**src/design/btwd_defines.svh**
```systemverilog
`ifndef BTWD_DEFINES_SVH
`define BTWD_DEFINES_SVH

`define BTWD_ADDR_CONTROL   8'hd3
`define BTWD_ADDR_COUNT     8'hfd
`define BTWD_CONTROL_RESET  8'h00
`define BTWD_KEY_MSB        7
`define BTWD_KEY_LSB        4
`define BTWD_KEY_DISABLE    4'ha
`define BTWD_SEL_MSB        3
`define BTWD_SEL_LSB        2
`define BTWD_CNT_CLR_BIT    1
`define BTWD_DIV_CLR_BIT    0
`define BTWD_SEL_4096       2'h0
`define BTWD_SEL_1024       2'h1
`define BTWD_SEL_128        2'h2
`define BTWD_TAP_4096       11
`define BTWD_TAP_1024       9
`define BTWD_TAP_128        6
`define BTWD_DIV_WIDTH      12
`define BTWD_ZERO_BYTE      8'h00
`define BTWD_COUNT_MAX      8'hff
`define BTWD_COUNT_STEP     8'h01

`endif

```
**src/design/btwd_pkg.sv**
```systemverilog
package btwd_pkg;

	typedef struct packed {
		logic [3:0] key;
		logic [1:0] sel;
		logic       cnt_clr;
		logic       div_clr;
	} btwd_control_type;

	typedef struct packed {
		logic       wr;
		logic       rd;
		logic [7:0] addr;
		logic [7:0] wdata;
	} btwd_reg_req_type;

endpackage : btwd_pkg

```
**src/design/btwd_prescaler.sv**
```systemverilog
`timescale 1ns/1ps
`default_nettype none
`include "btwd_defines.svh"

module btwd_prescaler
	import btwd_pkg::*;
#(
	parameter int DIV_WIDTH = `BTWD_DIV_WIDTH
) (
	input  wire logic       clk_sys,
	input  wire logic       resetn,
	input  wire logic       div_clear,
	input  wire logic [1:0] sel,
	output var  logic       tick
);
	initial begin
		if (DIV_WIDTH < `BTWD_TAP_4096 + 1)
			$error("btwd_prescaler: DIV_WIDTH too small for the slowest tap");
	end

	logic [DIV_WIDTH-1:0] div_count;
	logic [DIV_WIDTH-1:0] next_div_count;
	logic                 tap_bit;
	logic                 tap_prev;
	logic                 next_tap_prev;
	logic                 next_tick;

	always_comb begin
		next_div_count = div_count + 1'b1;
		if (div_clear)
			next_div_count = '0;
		case (sel)
			`BTWD_SEL_4096: tap_bit = div_count[`BTWD_TAP_4096];
			`BTWD_SEL_1024: tap_bit = div_count[`BTWD_TAP_1024];
			`BTWD_SEL_128:  tap_bit = div_count[`BTWD_TAP_128];
			default:        tap_bit = 1'b0;
		endcase
		next_tap_prev = div_clear ? 1'b0 : tap_bit;
		// Falling edge of the chosen tap: one pulse per full divide period
		next_tick = tap_prev & ~tap_bit & ~div_clear;
	end

	always_ff @(posedge clk_sys) begin
		if (!resetn) begin
			div_count <= '0;
			tap_prev  <= 1'b0;
			tick      <= 1'b0;
		end else begin
			div_count <= next_div_count;
			tap_prev  <= next_tap_prev;
			tick      <= next_tick;
		end
	end

endmodule : btwd_prescaler

`default_nettype wire

```
**src/design/btwd_ctrl.sv**
```systemverilog
`timescale 1ns/1ps
`default_nettype none
`include "btwd_defines.svh"

module btwd_ctrl
	import btwd_pkg::*;
(
	input  wire logic             clk_sys,
	input  wire logic             resetn,
	input  wire btwd_reg_req_type reg_req,
	output var  logic [7:0]       reg_rdata,
	output var  logic             reg_hit,
	output var  logic             divider_clear,
	output var  logic             watchdog_enabled,
	output var  logic             system_reset_req
);
	// Stored control fields
	btwd_control_type control;
	btwd_control_type next_control;

	// Basic timer count
	logic [7:0]       count;
	logic [7:0]       next_count;
	logic             count_wrap;

	// Read port
	logic [7:0]       next_rdata;
	logic             next_hit;
	logic             rd_control;
	logic             rd_count;

	// Pulse outputs
	logic             next_div_clear;
	logic             next_reset_req;

	// Write decode and prescaler tick
	logic             tick;
	logic             wr_control;
	logic             cnt_clear;
	logic             div_clear_now;
	logic             any_clear;

	// Writes to the count address fall through: the count is read-only
	assign wr_control    = reg_req.wr && (reg_req.addr == `BTWD_ADDR_CONTROL);
	assign rd_control    = reg_req.rd && (reg_req.addr == `BTWD_ADDR_CONTROL);
	assign rd_count      = reg_req.rd && (reg_req.addr == `BTWD_ADDR_COUNT);
	assign cnt_clear     = wr_control && reg_req.wdata[`BTWD_CNT_CLR_BIT];
	assign div_clear_now = wr_control && reg_req.wdata[`BTWD_DIV_CLR_BIT];

	// A divider restart also restarts the count, so both clears act alike on it
	assign any_clear     = cnt_clear || div_clear_now;

	// Last count value before wrap, with a tick due
	assign count_wrap    = tick && (count == `BTWD_COUNT_MAX);

	btwd_prescaler #(
		.DIV_WIDTH (`BTWD_DIV_WIDTH)
	) u_prescaler (
		.clk_sys   (clk_sys),
		.resetn    (resetn),
		.div_clear (div_clear_now),
		.sel       (control.sel),
		.tick      (tick)
	);

	// Control group
	always_comb begin
		next_control = control;
		// Clear bits never store: they read back as zero after the write
		next_control.cnt_clr = 1'b0;
		next_control.div_clr = 1'b0;
		if (wr_control) begin
			next_control.key = reg_req.wdata[`BTWD_KEY_MSB:`BTWD_KEY_LSB];
			next_control.sel = reg_req.wdata[`BTWD_SEL_MSB:`BTWD_SEL_LSB];
		end
	end

	always_ff @(posedge clk_sys) begin
		if (!resetn) begin
			control <= `BTWD_CONTROL_RESET;
		end else begin
			control <= next_control;
		end
	end

	// Count group: a clear in the same cycle as a tick wins
	always_comb begin
		next_count = count;
		if (any_clear) begin
			next_count = `BTWD_ZERO_BYTE;
		end else if (tick) begin
			next_count = count + `BTWD_COUNT_STEP;
		end
	end

	always_ff @(posedge clk_sys) begin
		if (!resetn) begin
			count <= `BTWD_ZERO_BYTE;
		end else begin
			count <= next_count;
		end
	end

	// Only the exact key disables the watchdog
	assign watchdog_enabled = (control.key != `BTWD_KEY_DISABLE);

	// Watchdog group: a wrap while armed asks for a system reset
	always_comb begin
		next_reset_req = 1'b0;
		if (!any_clear && count_wrap && watchdog_enabled) begin
			next_reset_req = 1'b1;
		end
	end

	always_ff @(posedge clk_sys) begin
		if (!resetn) begin
			system_reset_req <= 1'b0;
		end else begin
			system_reset_req <= next_reset_req;
		end
	end

	// Divider clear group: tells the neighbouring timer its divider restarted
	always_comb begin
		next_div_clear = div_clear_now;
	end

	always_ff @(posedge clk_sys) begin
		if (!resetn) begin
			divider_clear <= 1'b0;
		end else begin
			divider_clear <= next_div_clear;
		end
	end

	// Read group: unmapped reads return zero with no hit
	always_comb begin
		next_hit   = 1'b0;
		next_rdata = `BTWD_ZERO_BYTE;
		if (rd_control) begin
			next_hit   = 1'b1;
			next_rdata = control;
		end else if (rd_count) begin
			next_hit   = 1'b1;
			next_rdata = count;
		end
	end

	always_ff @(posedge clk_sys) begin
		if (!resetn) begin
			reg_rdata <= `BTWD_ZERO_BYTE;
			reg_hit   <= 1'b0;
		end else begin
			reg_rdata <= next_rdata;
			reg_hit   <= next_hit;
		end
	end

endmodule : btwd_ctrl

`default_nettype wire

```
**config.mk**
```make
export PLATFORM = sky130hd
export DESIGN_NAME = btwd_ctrl
export DESIGN_NICKNAME = d
export VERILOG_FILES = /design/src/design/btwd_pkg.sv /design/src/design/btwd_prescaler.sv /design/src/design/btwd_ctrl.sv
export VERILOG_INCLUDE_DIRS = /design/src /design/src/design
export SDC_FILE = /design/constraint.sdc
export NUM_CORES = 1
export LEC_CHECK = 0
export BUFFER_PORTS_ARGS = -buffer_cell sky130_fd_sc_hd__buf_2
export CAP_MARGIN = 20
export CORE_MARGIN = 1
export CORE_UTILIZATION = 35
export DETAILED_ROUTE_END_ITERATION = 8
export GPL_TIMING_DRIVEN = 0
export MAX_ROUTING_LAYER = met4
export PLACE_DENSITY = 0.65
export SKIP_CTS_REPAIR_TIMING = 1
export SYNTH_ARGS = -nofsm -noshare
export SYNTH_HDL_FRONTEND = slang
export SYNTH_SLANG_ARGS = --single-unit
```
**constraint.sdc**
```tcl
create_clock -name clk_sys -period 2.55 [get_ports clk_sys]
set_clock_uncertainty 0.15 [all_clocks]
set_input_delay 0.3825 -clock clk_sys [delete_from_list [all_inputs] [get_ports clk_sys]]
set_output_delay 0.3825 -clock clk_sys [all_outputs]
set_load 0.005 [all_outputs]
```
==> results by group <==
Setup path
  – Reg-to-Reg Start: u_prescaler.tick
  – Worst R2R Path Depth: 5
  – CP Capture Point: u_prescaler.tap_prev
  – Critical path depth: 6
  – Delay of the slowest critical-path stage: a little under 0.4 ns
  – Crit-path cells: buf_2 -> nor4b_4 -> nand3_4 -> o21ai_4 -> buf_6 -> nor2_1
  – WP buf/inv: 2
  – Setup crit end kind: flop
  – Crit-path max FO: 10
  – CP required: 2.57 ns
  – Worst path slowest cell: nor4b_4
  – Reg2reg end: count[7]
  – Top Family by Delay on Critical Path: simple AND/OR/NAND/NOR gates
  – Worst EP arrival: roughly 1.6 ns
  – Crit path from: reg_req[10]
  – Worst Setup Start Kind: input pin
  – Flop-to-flop setup slack: around 1.1 ns
  – Setup CP Type: input pin to flop

STA
  – Max Freq: about 620 MHz
  – Unrepaired setup endpoints after global routing: false
  – Pins over their slew limit: 0
  – Setup ws final: between 0.9 and 1 ns
  – Setup Viol. Count Final: 0
  – Slew @ Worst Pin: about 0.55 ns
  – Setup TNS: 0 ns
  – Final Hold Viols: 0
  – Fin crit share: between 60% and 70%
  – Slew Limit Headroom: approximately 63%
  – Tmin final: between 1.5 and 2 ns

Logic synthesis
  – Register bit total from synthesis: 39
  – Adder-cell share of the synthesized area: 1.58%
  – Synth Area in XOR/XNOR: around a tenth
  – Syn avg cell area: 9.99 sq um
  – Post-synthesis mux area share: approximately 8.8%
  – Share of the synthesized area in the top cell type: about half
  – Synth area leaders: dfxtp_1, mux2i_1, nor2_1, xor2_1, nand4_1
  – Distinct cell type count after synthesis: 26
  – Syn. warnings: 0
  – Syn Std Cell Area: about 1600 sq um
  – Cell accounting for the most synthesized area: dfxtp_1
  – Register area share after synthesis: roughly 49%
  – Syn Inst Count: 159
  – Post-Synth Simple-Gate Area: roughly 25%
  – Synthesized Nets: around 180
  – Main combinational cell family by area after synthesis: simple AND/OR/NAND/NOR gates
  – Synth Area in Compound Gates: about 3.0%

Global routing
  – First-pass GRT wire length: approximately 4600 microns
  – Pin count of the biggest net entering global routing: 12
  – Grt ovf: 0
  – GR Util All Layers: about an eighth
  – Initial antenna violation count: 0
  – Vias in the first global route: 1,092

Layout
  – NumNets Final: ~220
  – Share of cells above drive strength 1: approximately a fifth
  – Final Non-Filler Cells: around 250
  – Most common cell after layout, fill and taps aside: dfxtp_1
  – Final core utilization: a little over two fifths
  – Most frequent cells in the layout: dfxtp_1, nor2_1, buf_2
  – Ant diodes: 0
  – Area Growth Syn to Fin: 18.7%

Power and ir drop
  – Comb pwr share: 4.4%
  – Peak VDD IR: 0.000239 V
  – Pwr dens: about 560 nW/um^2
  – Overall Power: approximately 1.0 mW
  – Internal power: ~0.83 mW
  – P_leak: 0.834 nW
  – Sequential share of power: approximately 59%
  – Clock power frac: between 30% and 40%
  – P_sw: roughly 0.22 mW
  – Sw frac: 21.3%

Drt
  – Routed WL: 2640 microns
  – Drt pass-1 iters: 4
  – DRC viols: 0
  – Drt initial violations: between 50 and 60
  – Post-route ant nets: 0
  – Vias per cell: 4.65
  – Drt wl/cell: approximately 11 microns
  – Via count: between 1,000 and 1,500

Die
  – Core area: about 4400 sq um
  – Die W: 69.4 microns
  – Io pins: 32
  – Die ar.: slightly below 5000 sq um
  – Row Count: 24
  – Initial Util: between 30 and 40%
  – Die Height: 69.4 microns

Outcome
  – Outcome: finished, final reports clean

Clocking
  – Clk_lat worst skew: roughly 0.28 ns
  – Clock slew at reported path FFs: roughly 0.070 ns
  – H-tree levels: 2
  – Sinks on Clock Net: 39
  – CTS tree: done
  – Clock buffer count from CTS: 5
  – Maximum clock path buffer count: 2
  – Clk root buf: clkbuf_8

Job
  – Maxcap violations: 0

Worst hold path
  – Worst Min Path Start: reg_req[0]
  – Worst Hold Class: input pin to flop

Place
  – Gpl congestion: between 0.7 and 0.8
  – PortBufs: 30
  – Post-DP HPWL: 1890 microns
  – Setup slack after placement: 0.620 ns
  – Number of placed cells counting well taps: between 200 and 250
## synth_stat cells (all sizes together)
master	count
o21ai	2
a31oi	1
nor2b	6
buf	1
nand4b	1
nand4bb	1
dfxtp	39
nand3	6
and2	2
ha	2
and4	2
nor2	32
a211o	1
nand2	6
nor3b	1
nor4b	1
inv	6
mux2i	14
nand4	8
xnor2	5
nor3	2
and3	5
xor2	12
clkbuf	3
## power groups by stage
stage | Combinational, mW | Sequential (mW) | Clock (mW)
6_report | 0.0457 | 0.616 | 0.388
5_1_grt | 0.0518 | 0.617 | 0.424
4_1_cts | 0.0466 | 0.616 | 0.404
3_5_place_dp | 0.0462 | 0.630 | 0
3_3_place_gp | 0.0458 | 0.630 | 0
2_1_floorplan | 0.0241 | 0.629 | 0
## per-layer routing
layer	wire length, microns	up-vias	track usage [%]	share of wire, %
met5	0	-	-	0
met4	23	0	4.08	0.87
met3	143	2	3.92	5.4
met2	1160	30	19.2	44
met1	1310	514	15.3	50
li1	-	612	-	-
## flip-flops by register name, indices dropped and copies added (netlist names)
register / count
system_reset_req: 1
reg_rdata: 8
control: 6
u_prescaler.tap_prev: 1
u_prescaler.div_count: 12
divider_clear: 1
u_prescaler.tick: 1
count: 8
reg_hit: 1
## metrics by stage
stage,area (sq um),hold slack (ns)
finish,1880,0.188
global route,1880,0.216
CTS,1880,0.183
detailed placement,1800,0.257
global placement,1800,0.255
floorplan,1590,0.248
## cells by family after synthesis
family / Yosys count
buf+inv: 10
flops: 39
compound gates: 4
simple gates: 73
xor+xnor: 17
mux: 14
fa+ha+maj: 2
## worst min-delay path: stages
cell	delay [ns]
buf_2	0.11
nand2_1	0.05
nor2_1	0.03
## how the worst min path moves through the flow
stage | to | slack, ns | cells after the start
floorplan | u_prescaler.tick | 0.25 | 2
global placement | u_prescaler.tick | 0.26 | 2
detailed placement | u_prescaler.tick | 0.26 | 2
CTS | divider_clear | 0.18 | 3
global route | control[7] | 0.22 | 3
finish | divider_clear | 0.19 | 3
## layout make-up
type / instances / area [sq um]
fill: 432 / 2470
inverter: 6 / 22.5
clock buffer: 7 / 76.3
timing repair buffer: 30 / 150
tap: 52 / 65.1
buffer: 4 / 22.5
multi-input combinational: 110 / 762
clock inverter: 1 / 5.00
sequential: 39 / 781
Note: power is estimated with default switching activity, not from simulation.
